<file path="src/oatf_pkg.sv">
// Package: operand addressing and test flag datapath constants and types
package oatf_pkg;
    // Operand size codes
    localparam logic [1:0] SZ_BYTE = 2'h0;
    localparam logic [1:0] SZ_WORD = 2'h1;
    localparam logic [1:0] SZ_LONG = 2'h2;
    // Address step per size
    localparam logic [31:0] STEP_BYTE = 32'h0000_0001;
    localparam logic [31:0] STEP_WORD = 32'h0000_0002;
    localparam logic [31:0] STEP_LONG = 32'h0000_0004;
    // Longword literal fetch masks the low two program counter bits
    localparam logic [31:0] PC_LONG_MASK = 32'hFFFF_FFFC;
    // Reset values
    localparam logic        TFLAG_RST = 1'h0;
    localparam logic [31:0] WORD_RST  = 32'h0000_0000;
    // Addressing and operation codes from the decoder
    typedef enum logic [3:0] {
        OATF_OP_NONE   = 4'h0, // Idle, no operation
        OATF_OP_REG    = 4'h1, // Direct register operand
        OATF_OP_IND    = 4'h2, // Register indirect load
        OATF_OP_POST   = 4'h3, // Post-increment load
        OATF_OP_PRE    = 4'h4, // Pre-decrement load
        OATF_OP_LIT    = 4'h5, // Literal table load, pc relative
        OATF_OP_IDX    = 4'h6, // Indexed load, index plus base
        OATF_OP_IMM    = 4'h7, // Byte immediate from instruction word
        OATF_OP_ADD    = 4'h8, // Add register
        OATF_OP_ADDI   = 4'h9, // Add byte immediate
        OATF_OP_CMPGE  = 4'hA, // compare_signed_ge
        OATF_OP_CMPEQI = 4'hB, // compare_equal with immediate
        OATF_OP_BRTRUE  = 4'hC, // branch_if_true
        OATF_OP_BRFALSE = 4'hD  // branch_if_false
    } oatf_op_t;
    // Decoded request
    typedef struct packed {
        oatf_op_t    op;    // Operation
        logic [1:0]  size;  // Operand size
        logic [3:0]  sel_reg; // selected_general_register index
        logic [31:0] a;     // Value of selected register
        logic [31:0] b;     // Second register, base or index_register_zero
        logic [15:0] instr; // Instruction word
        logic [31:0] pc;    // Program counter
    } oatf_req_t;
    // Memory read request to load-store unit
    typedef struct packed {
        logic        valid;
        logic [31:0] addr;
        logic [1:0]  size;
    } oatf_mem_t;
    // Register write-back
    typedef struct packed {
        logic        valid;
        logic [3:0]  idx;
        logic [31:0] data;
    } oatf_wb_t;
    // Load sequencer state, one-hot encoded
    typedef enum logic [1:0] {
        OATF_ST_IDLE = 2'b01, // Accept requests
        OATF_ST_WAIT = 2'b10  // Awaiting load data
    } oatf_state_t;
endpackage

</file>
<file path="src/oatf_core.sv">
// Module: operand addressing, literal fetch and test flag datapath
`timescale 1ns/1ps
// What this block does
// - One test flag in status word drives branches
// - Signed ge compare sets flag; branches follow it
// - Add and add-immediate keep test flag
// - Equal-immediate compare sets or clears flag
// - Byte immediate comes from instruction word
// - Word/long constants loaded pc-relative from table
// - Absolute address: literal to register, then indirect
// - Large displacement: literal index plus base
// - Direct mode uses register, no memory access
// - Indirect address equals unmodified register
// - Post-increment: address then add 1/2/4
// - Pre-decrement: subtract 1/2/4, address, write back
// - Byte/word loads sign-extended to 32 bits
module oatf_core (
    input  wire logic              clk,        // Core clock
    input  wire logic              rst,        // Asynchronous reset, high
    input  wire logic              req_valid,  // Decoder request strobe
    input  oatf_pkg::oatf_req_t    req,        // Decoded request
    output logic                   req_ready,  // Can take a request
    output oatf_pkg::oatf_mem_t    mem_req,    // Load request to memory
    input  wire logic              mem_valid,  // Load data returned
    input  wire logic [31:0]       mem_rdata,  // Load data, low aligned
    output oatf_pkg::oatf_wb_t     addr_wb,    // Address register write-back
    output oatf_pkg::oatf_wb_t     data_wb,    // Data register write-back
    output logic                   t_flag,     // Test flag of status_word
    output logic                   branch_take,// Branch taken pulse
    output logic                   branch_ntk  // Branch not taken pulse
);
    // Size step for address arithmetic
    function automatic logic [31:0] step_of(input logic [1:0] sz);
        case (sz)
            oatf_pkg::SZ_BYTE: step_of = oatf_pkg::STEP_BYTE;
            oatf_pkg::SZ_WORD: step_of = oatf_pkg::STEP_WORD;
            default:           step_of = oatf_pkg::STEP_LONG;
        endcase
    endfunction
    // Sign extension of loaded data by size
    function automatic logic [31:0] sext(input logic [31:0] d, input logic [1:0] sz);
        case (sz)
            oatf_pkg::SZ_BYTE: sext = {{24{d[7]}}, d[7:0]};
            oatf_pkg::SZ_WORD: sext = {{16{d[15]}}, d[15:0]};
            default:           sext = d;
        endcase
    endfunction

    oatf_pkg::oatf_state_t st_r, st_nxt;       // Load sequencer state
    logic                  t_r, t_nxt;         // Test flag
    logic [3:0]            dst_r, dst_nxt;     // Pending load destination
    logic [1:0]            dsz_r, dsz_nxt;     // Pending load size
    oatf_pkg::oatf_mem_t   mem_r, mem_nxt;     // Memory request register
    oatf_pkg::oatf_wb_t    awb_r, awb_nxt;     // Address write-back register
    oatf_pkg::oatf_wb_t    dwb_r, dwb_nxt;     // Data write-back register
    logic                  tk_r, tk_nxt;       // Branch taken
    logic                  bn_r, bn_nxt;       // Branch not taken
    logic [31:0]           imm_s;              // Sign-extended byte immediate
    logic [31:0]           step_s;             // Size step
    logic [31:0]           pre_s;              // Pre-decremented address
    logic [31:0]           disp_s;             // Scaled literal displacement

    // Next-state logic for sequencer, flag and outputs
    always_comb begin
        st_nxt  = st_r;
        t_nxt   = t_r;
        dst_nxt = dst_r;
        dsz_nxt = dsz_r;
        mem_nxt = '0;
        awb_nxt = '0;
        dwb_nxt = '0;
        tk_nxt  = 1'b0;
        bn_nxt  = 1'b0;
        imm_s   = {{24{req.instr[7]}}, req.instr[7:0]};
        step_s  = step_of(req.size);
        pre_s   = req.a - step_s;
        disp_s  = (req.size == oatf_pkg::SZ_WORD) ? {23'h0, req.instr[7:0], 1'b0}
                                                  : {22'h0, req.instr[7:0], 2'b00};
        case (st_r)
            oatf_pkg::OATF_ST_IDLE: begin
                if (req_valid) begin
                    dst_nxt = req.sel_reg;
                    dsz_nxt = req.size;
                    case (req.op)
                        oatf_pkg::OATF_OP_REG: begin
                            // Operand is the register itself, no load
                            dwb_nxt = '{valid: 1'b1, idx: req.sel_reg, data: req.b};
                        end
                        oatf_pkg::OATF_OP_IND: begin
                            mem_nxt = '{valid: 1'b1, addr: req.a, size: req.size};
                            st_nxt  = oatf_pkg::OATF_ST_WAIT;
                        end
                        oatf_pkg::OATF_OP_POST: begin
                            mem_nxt = '{valid: 1'b1, addr: req.a, size: req.size};
                            awb_nxt = '{valid: 1'b1, idx: req.sel_reg, data: req.a + step_s};
                            st_nxt  = oatf_pkg::OATF_ST_WAIT;
                        end
                        oatf_pkg::OATF_OP_PRE: begin
                            mem_nxt = '{valid: 1'b1, addr: pre_s, size: req.size};
                            awb_nxt = '{valid: 1'b1, idx: req.sel_reg, data: pre_s};
                            st_nxt  = oatf_pkg::OATF_ST_WAIT;
                        end
                        oatf_pkg::OATF_OP_LIT: begin
                            // Literal table fetch, longword masks pc low bits
                            mem_nxt.valid = 1'b1;
                            mem_nxt.size  = req.size;
                            mem_nxt.addr  = ((req.size == oatf_pkg::SZ_WORD) ? req.pc
                                            : (req.pc & oatf_pkg::PC_LONG_MASK)) + disp_s;
                            st_nxt        = oatf_pkg::OATF_ST_WAIT;
                        end
                        oatf_pkg::OATF_OP_IDX: begin
                            mem_nxt = '{valid: 1'b1, addr: req.a + req.b, size: req.size};
                            st_nxt  = oatf_pkg::OATF_ST_WAIT;
                        end
                        oatf_pkg::OATF_OP_IMM: begin
                            dwb_nxt = '{valid: 1'b1, idx: req.sel_reg, data: imm_s};
                        end
                        oatf_pkg::OATF_OP_ADD: begin
                            // Flag untouched by addition
                            dwb_nxt = '{valid: 1'b1, idx: req.sel_reg, data: req.a + req.b};
                        end
                        oatf_pkg::OATF_OP_ADDI: begin
                            dwb_nxt = '{valid: 1'b1, idx: req.sel_reg, data: req.a + imm_s};
                        end
                        oatf_pkg::OATF_OP_CMPGE: begin
                            t_nxt = ($signed(req.a) >= $signed(req.b));
                        end
                        oatf_pkg::OATF_OP_CMPEQI: begin
                            t_nxt = (req.a == imm_s);
                        end
                        oatf_pkg::OATF_OP_BRTRUE: begin
                            tk_nxt = t_r;
                            bn_nxt = ~t_r;
                        end
                        oatf_pkg::OATF_OP_BRFALSE: begin
                            tk_nxt = ~t_r;
                            bn_nxt = t_r;
                        end
                        default: begin
                            st_nxt = oatf_pkg::OATF_ST_IDLE;
                        end
                    endcase
                end
            end
            oatf_pkg::OATF_ST_WAIT: begin
                // Wait for load data, then write extended value
                if (mem_valid) begin
                    dwb_nxt = '{valid: 1'b1, idx: dst_r, data: sext(mem_rdata, dsz_r)};
                    st_nxt  = oatf_pkg::OATF_ST_IDLE;
                end
            end
            default: begin
                st_nxt = oatf_pkg::OATF_ST_IDLE;
            end
        endcase
    end

    // State registers
    always_ff @(posedge clk or posedge rst) begin
        if (rst) begin
            st_r  <= oatf_pkg::OATF_ST_IDLE;
            t_r   <= oatf_pkg::TFLAG_RST;
            dst_r <= 4'h0;
            dsz_r <= oatf_pkg::SZ_BYTE;
            mem_r <= '0;
            awb_r <= '0;
            dwb_r <= '0;
            tk_r  <= 1'b0;
            bn_r  <= 1'b0;
        end else begin
            st_r  <= st_nxt;
            t_r   <= t_nxt;
            dst_r <= dst_nxt;
            dsz_r <= dsz_nxt;
            mem_r <= mem_nxt;
            awb_r <= awb_nxt;
            dwb_r <= dwb_nxt;
            tk_r  <= tk_nxt;
            bn_r  <= bn_nxt;
        end
    end

    // Ready register: low while a load is outstanding
    logic rdy_r, rdy_nxt;
    always_comb begin
        rdy_nxt = (st_nxt == oatf_pkg::OATF_ST_IDLE);
    end
    always_ff @(posedge clk or posedge rst) begin
        if (rst) begin
            rdy_r <= 1'b1;
        end else begin
            rdy_r <= rdy_nxt;
        end
    end

    // Outputs straight from flip-flops
    assign req_ready   = rdy_r;
    assign mem_req     = mem_r;
    assign addr_wb     = awb_r;
    assign data_wb     = dwb_r;
    assign t_flag      = t_r;
    assign branch_take = tk_r;
    assign branch_ntk  = bn_r;

    wire take_s = req_valid && (st_r == oatf_pkg::OATF_ST_IDLE);

    a_cmpge_sets_flag: assert property (@(posedge clk) disable iff (rst)
        take_s && req.op == oatf_pkg::OATF_OP_CMPGE |=> t_flag == $past($signed(req.a) >= $signed(req.b)))
        else $error("compare ge flag wrong");
    a_add_keeps_flag: assert property (@(posedge clk) disable iff (rst)
        take_s && (req.op == oatf_pkg::OATF_OP_ADD || req.op == oatf_pkg::OATF_OP_ADDI) |=> $stable(t_flag))
        else $error("add changed test flag");
    a_cmpeq_sets_flag: assert property (@(posedge clk) disable iff (rst)
        take_s && req.op == oatf_pkg::OATF_OP_CMPEQI |=> t_flag == ($past(req.a) == $past(imm_s)))
        else $error("compare equal flag wrong");
    a_branch_true: assert property (@(posedge clk) disable iff (rst)
        take_s && req.op == oatf_pkg::OATF_OP_BRTRUE |=> branch_take == $past(t_flag) && branch_ntk != branch_take)
        else $error("branch if true wrong");
    a_branch_false: assert property (@(posedge clk) disable iff (rst)
        take_s && req.op == oatf_pkg::OATF_OP_BRFALSE |=> branch_take == !$past(t_flag)
        && branch_ntk == $past(t_flag))
        else $error("branch if false wrong");
    a_reg_no_mem: assert property (@(posedge clk) disable iff (rst)
        take_s && req.op == oatf_pkg::OATF_OP_REG |=> !mem_req.valid && data_wb.valid)
        else $error("direct mode made a load");
    a_ind_addr: assert property (@(posedge clk) disable iff (rst)
        take_s && req.op == oatf_pkg::OATF_OP_IND |=> mem_req.valid && mem_req.addr == $past(req.a) && !addr_wb.valid)
        else $error("indirect address wrong");
    a_post_inc: assert property (@(posedge clk) disable iff (rst)
        take_s && req.op == oatf_pkg::OATF_OP_POST |=>
        mem_req.addr == $past(req.a) && addr_wb.data == $past(req.a) + step_of($past(req.size)))
        else $error("post increment wrong");
    a_pre_dec: assert property (@(posedge clk) disable iff (rst)
        take_s && req.op == oatf_pkg::OATF_OP_PRE |=> mem_req.addr == addr_wb.data && addr_wb.valid
        && addr_wb.data == $past(req.a) - step_of($past(req.size)))
        else $error("pre decrement wrong");
    a_byte_sext: assert property (@(posedge clk) disable iff (rst)
        st_r == oatf_pkg::OATF_ST_WAIT && mem_valid && dsz_r == oatf_pkg::SZ_BYTE
        |=> data_wb.valid && data_wb.data == {{24{$past(mem_rdata[7])}}, $past(mem_rdata[7:0])})
        else $error("byte sign extension wrong");
    c_post_load: cover property (@(posedge clk) take_s && req.op == oatf_pkg::OATF_OP_POST ##[1:5] mem_valid);
    c_lit_load: cover property (@(posedge clk) take_s && req.op == oatf_pkg::OATF_OP_LIT);
    c_cmp_branch: cover property (@(posedge clk) take_s && req.op == oatf_pkg::OATF_OP_CMPGE ##1
        take_s && req.op == oatf_pkg::OATF_OP_BRTRUE);
endmodule

</file>
<file path="config.mk">
export PLATFORM = sky130hd
export DESIGN_NAME = oatf_core
export DESIGN_NICKNAME = d
export VERILOG_FILES = /design/src/oatf_pkg.sv /design/src/oatf_core.sv
export SDC_FILE = /design/constraint.sdc
export NUM_CORES = 1
export LEC_CHECK = 0
export ABC_AREA = 1
export ABC_CLOCK_PERIOD_IN_PS = 6700
export BUFFER_PORTS_ARGS = -buffer_cell sky130_fd_sc_hd__buf_2
export CAP_MARGIN = 5
export CELL_PAD_IN_SITES_DETAIL_PLACEMENT = 2
export CELL_PAD_IN_SITES_GLOBAL_PLACEMENT = 2
export CORE_UTILIZATION = 32
export DETAILED_ROUTE_END_ITERATION = 12
export PLACE_DENSITY_LB_ADDON = 0.1
export SYNTH_ARGS = -nofsm -noshare
export SYNTH_HDL_FRONTEND = slang
export SYNTH_SLANG_ARGS = --single-unit
</file>
<file path="constraint.sdc">
create_clock -name clk -period 6.7 [get_ports clk]
set_clock_uncertainty 0.2 [all_clocks]
set_input_delay 1.34 -clock clk [delete_from_list [all_inputs] [get_ports clk]]
set_output_delay 1.34 -clock clk [all_outputs]
set_load 0.005 [all_outputs]
</file>
**Word-level counts from Yosys, hierarchy flattened**

Cells that the tools add are included.

- Div/mod/pow operators: 0
- Add/subtract/negate cells: 5
- Equal/unequal tests: 19
- Order comparisons: 1
- Shift operators: 0
- Reductions and logical operators: 8
- Muxes and demuxes: 25
- Bitwise operators: 1
- $mul: 0

Operators with widths:

| operator | number |
|---|---|
| two-way mux 37 bit | 4 |
| case mux 37 bit (2 select lines) | 2 |
| case mux 37 bit (4 select lines) | 1 |
| case mux 35 bit (4 select lines) | 1 |
| adder 32 bit | 3 |
| two-way mux 35 bit | 2 |
| case mux 32 bit (2 select lines) | 1 |
| adder 32 x 10 -> 32 bit | 1 |
| == test 32 bit | 1 |
| greater-or-equal comparator 32 bit | 1 |
| subtractor 32 bit | 1 |
| == test 4 bit (second input constant) | 6 |
| == test 4 x 3 -> 1 bit (second input constant) | 4 |
| two-way mux 10 bit | 1 |
| == test 2 x 1 -> 1 bit (second input constant) | 4 |
| == test 4 x 2 -> 1 bit (second input constant) | 2 |
| case mux 2 bit (2 select lines) | 2 |
| OR reduction 8 bit | 1 |
| two-way mux 2 bit | 3 |
| case mux 1 bit (2 select lines) | 3 |
| case mux 3 bit (2 select lines) | 1 |
| OR reduction 5 bit | 1 |
| == test 4 x 1 -> 1 bit (second input constant) | 1 |
| zero test 2 bit | 2 |
| other kinds (7) | 10 |

- Latch bits: 0
- ROM bits: 0
- Memories kept: 0
- RAM bits: 0
- Word-level logic and storage cells: 75
- Output and inout port bits: 113
- Input port bits: 158
- Bits in registers: 121

**Logic depth before layout (Yosys ltp)**

- Depth after elaboration: 6
- Depth in mapped cells: 20
- Mapped depth without buffers: 20

**Least setup slack after synthesis**

No wires, ideal clock.

- Kind: input-to-reg
- Start: in req[116] (netlist bit)
- End: reg mem_r (netlist bit mem_req[32])
- Cell stages on the path: 18
- Setup slack: 2.881 ns
- Library setup time: 0.113 ns
- Required time: 6.387 ns
- Arrival time: 3.506 ns
- Path through: inv_1 -> nor2_1 -> clkbuf_1 -> o21ai_0 -> ha_1 -> nand3_1 -> nand2_1 -> nand2_1 -> nand2_2 -> nand2_1 -> nand2_1 -> inv_1 -> nor2_1 -> nand3_1 -> nand3_1 -> nand3b_1 -> nand2_1 -> inv_1

RTL lines:

| item | RTL line | source |
|---|---|---|
| start: declaration | oatf_core.sv:21 | `input oatf_pkg::oatf_req_t req,` |
| end signal: assignment | oatf_core.sv:175 | `mem_r <= mem_nxt;` |
| end: declaration | oatf_core.sv:53 | `oatf_pkg::oatf_mem_t mem_r, mem_nxt;` |

==> flow_metrics.tcl <==
set metrics [dict create \
    holdWs_ps 306 \
    endpoint_kind "flop" \
    via_per_inst 5.34 \
    final.min_clock_period_ps 4300 \
    ff2ff_setup_slack_ps 3610 \
    syn-num-nets 2743 \
    initial_core_util_pct 32.6 \
    ys_types 56 \
    status "completed" \
    critical_path_class "input port to flop" \
    dpl_cell_area_um2 16400 \
    cts_setup_buffers 0 \
    r2r_start "st_r[0]" \
    ys.flop_type "dfrtp_1" \
    clk_path_buf_depth 2 \
    hold_viol 0 \
    cts_hold_buf 0 \
    tns_ps 0 \
    drtIter0Drc 923 \
    reg2reg_depth 6 \
    final_common_cell "nand2_1" \
    slew_viol_final 0 \
    wl_per_cell_um 22.8 \
    cts_tree "yes" \
    drv_cap 0 \
    synthCells 2468 \
    clock_latency_ps 480 \
    holdPathEnd "dst_r[0]" \
    worst_hold_path.num_cells 2 \
    irDropWorstVdd_mv 0.163 \
    cts_max_level 4 \
    gp_congestion 0.923 \
    die-area_um2 46200 \
    ys_warn_count 0 \
    synthArstFlopShare_pct 100 \
    grt_max_degree 68 \
    ys_seq_area_share_pct 20.9 \
    rsz0062_at_grt "false" \
    placed_cells 3284 \
    min_path_type "flop to flop" \
    p_leak_nw 9.31 \
    drc 0 \
    fp.dieW_um 215 \
    layout.cells.non_filler 3316 \
    antenna_left 0 \
    area_growth_pct 17.2 \
    cts-buffers-inserted 17 \
    io_buffers 262 \
    cts_resized 0 \
    clock-sinks 121 \
    grt_pass1_vias 18944 \
    rows 77 \
    pwr_density_cell_nw_per_um2 176 \
    place_hpwl_mm 63.2 \
    critical_path.max_fanout 18 \
    path_clk_slew_ps 60 \
    io_pins 271 \
    max_clock_freq_mhz 233 \
    track_usage_pct 32.8 \
    antennaDiodeCount 0 \
    synth_edf_count 0 \
    die_y_um 215 \
    vias 17706 \
    cp.arrival_ps 4470 \
    worst_slew_margin_rel_pct 36.2 \
    overflow 0 \
    synth.avg_cell_area_um2 5.88 \
    antenna_found_initial 0 \
    finalCritPeriodShare_pct 64.1 \
    firstDrtPassIters 5 \
    final_layout_size_suffix_gt1_share_pct 14.3 \
    synth_seq_cells 121 \
    mostFrequentLayoutCells "713 x nand2_1, 402 x inv_1, 262 x buf_2" \
    core_um2 44500 \
    cp.required_ps 6870 \
    r2r_end "mem_req[23]" \
    fin_nets 2986 \
    post-route-cell-area_um2 17000 \
    wl_mm 75.7 \
    start_kind "input port" \
    tightest_slew_ps 952 \
    cts_root_buf "clkbuf_16" \
    grt_pass1_wl_mm 114 \
    worstHoldStart "dst_r[0]" \
    syn_area_um2 14500 \
    finalSetupViolations 0 \
]
==> layout make-up <==
cell class,instances,area (um^2)
clock inverters,12,140
flip-flops and latches,121,3030
inverters,434,1630
multi-input cells,1865,9610
fillers,5711,27500
repair buffers,272,1390
well taps,592,741
clock buffers,20,457
==> per-layer routing <==
layer / wire, um / track usage (%)
met1: 34500 / 42.3
met2: 36600 / 56.6
met3: 2550 / 4.10
met4: 2040 / 10.1
met5: 0 / 0
==> where the power goes <==
group          leakage, nW  total, mW  switching (mW)  internal, mW
combinational         7.36       1.18           0.864         0.319
sequential            1.66      0.831          0.0421         0.789
clock                0.284      0.977           0.407         0.569
total                 9.31       2.99            1.31          1.68
==> state kept, by name, summed over array words and instances (netlist names) <==
signal       count
dsz_r            2
addr_wb         37
branch_ntk       1
dst_r            4
req_ready        1
st_r             2
branch_take      1
t_flag           1
mem_req         35
data_wb         37
==> metrics by stage <==
step	power [mW]	worst slack (ps)	utilization [%]
detailed placement	2.01	2060	36.9
global route	3.16	2300	38.2
global placement	1.96	2260	36.9
floorplan	1.53	1950	-
CTS	3.01	2560	38.2
finish	2.99	2400	38.2
==> cells in the mapped netlist, types with 16 or more instances <==
cell,count,area share [%]
nand2_1,713,18
inv_1,403,10
nor2_1,229,5.9
nand3_1,214,7.4
a21oi_1,175,6.0
o21ai_0,125,4.3
dfrtp_1,119,21
ha_1,112,9.7
nor3_1,49,1.7
nand4_1,39,1.7
o21ai_1,39,1.3
inv_2,27,0.70
clkbuf_1,20,0.52
buf_2,19,0.66
nor4_1,16,0.69
==> cells by family after synthesis <==
kind of cell    Yosys count  synth area share (%)
buf+inv                 482                  12.9
simple gates           1327                  39.7
flops                   121                  20.9
compound gates          403                  15.1
fa+ha+maj               117                  10.3
xor+xnor                 18                  1.09
==> worst max-delay path: stages <==
cell and delay, ps:
buf_2 150, nor2_1 120, buf_4 270, o21ai_0 280, ha_1 460, nand2_1 180
nor2_1 150, nand2_1 80, nand2_2 130, nand2_1 110, nand2_1 200, inv_1 130
nor2_1 310, nand3_1 130, nand3_1 150, nand3b_1 110, nand2_1 100, inv_1 60
==> how the worst max path moves through the flow <==
stage	from	end	slack, ps	depth (start not counted)
2_1_floorplan	rst	addr_wb[0]	1950	1
3_3_place_gp	req[117]	mem_req[28]	2260	16
3_5_place_dp	req[117]	mem_req[32]	2060	19
4_1_cts	req[117]	mem_req[32]	2560	19
5_1_grt	req[117]	mem_req[32]	2300	19
6_report	req[117]	mem_req[32]	2400	18
Power figures use the tool's default switching activity.
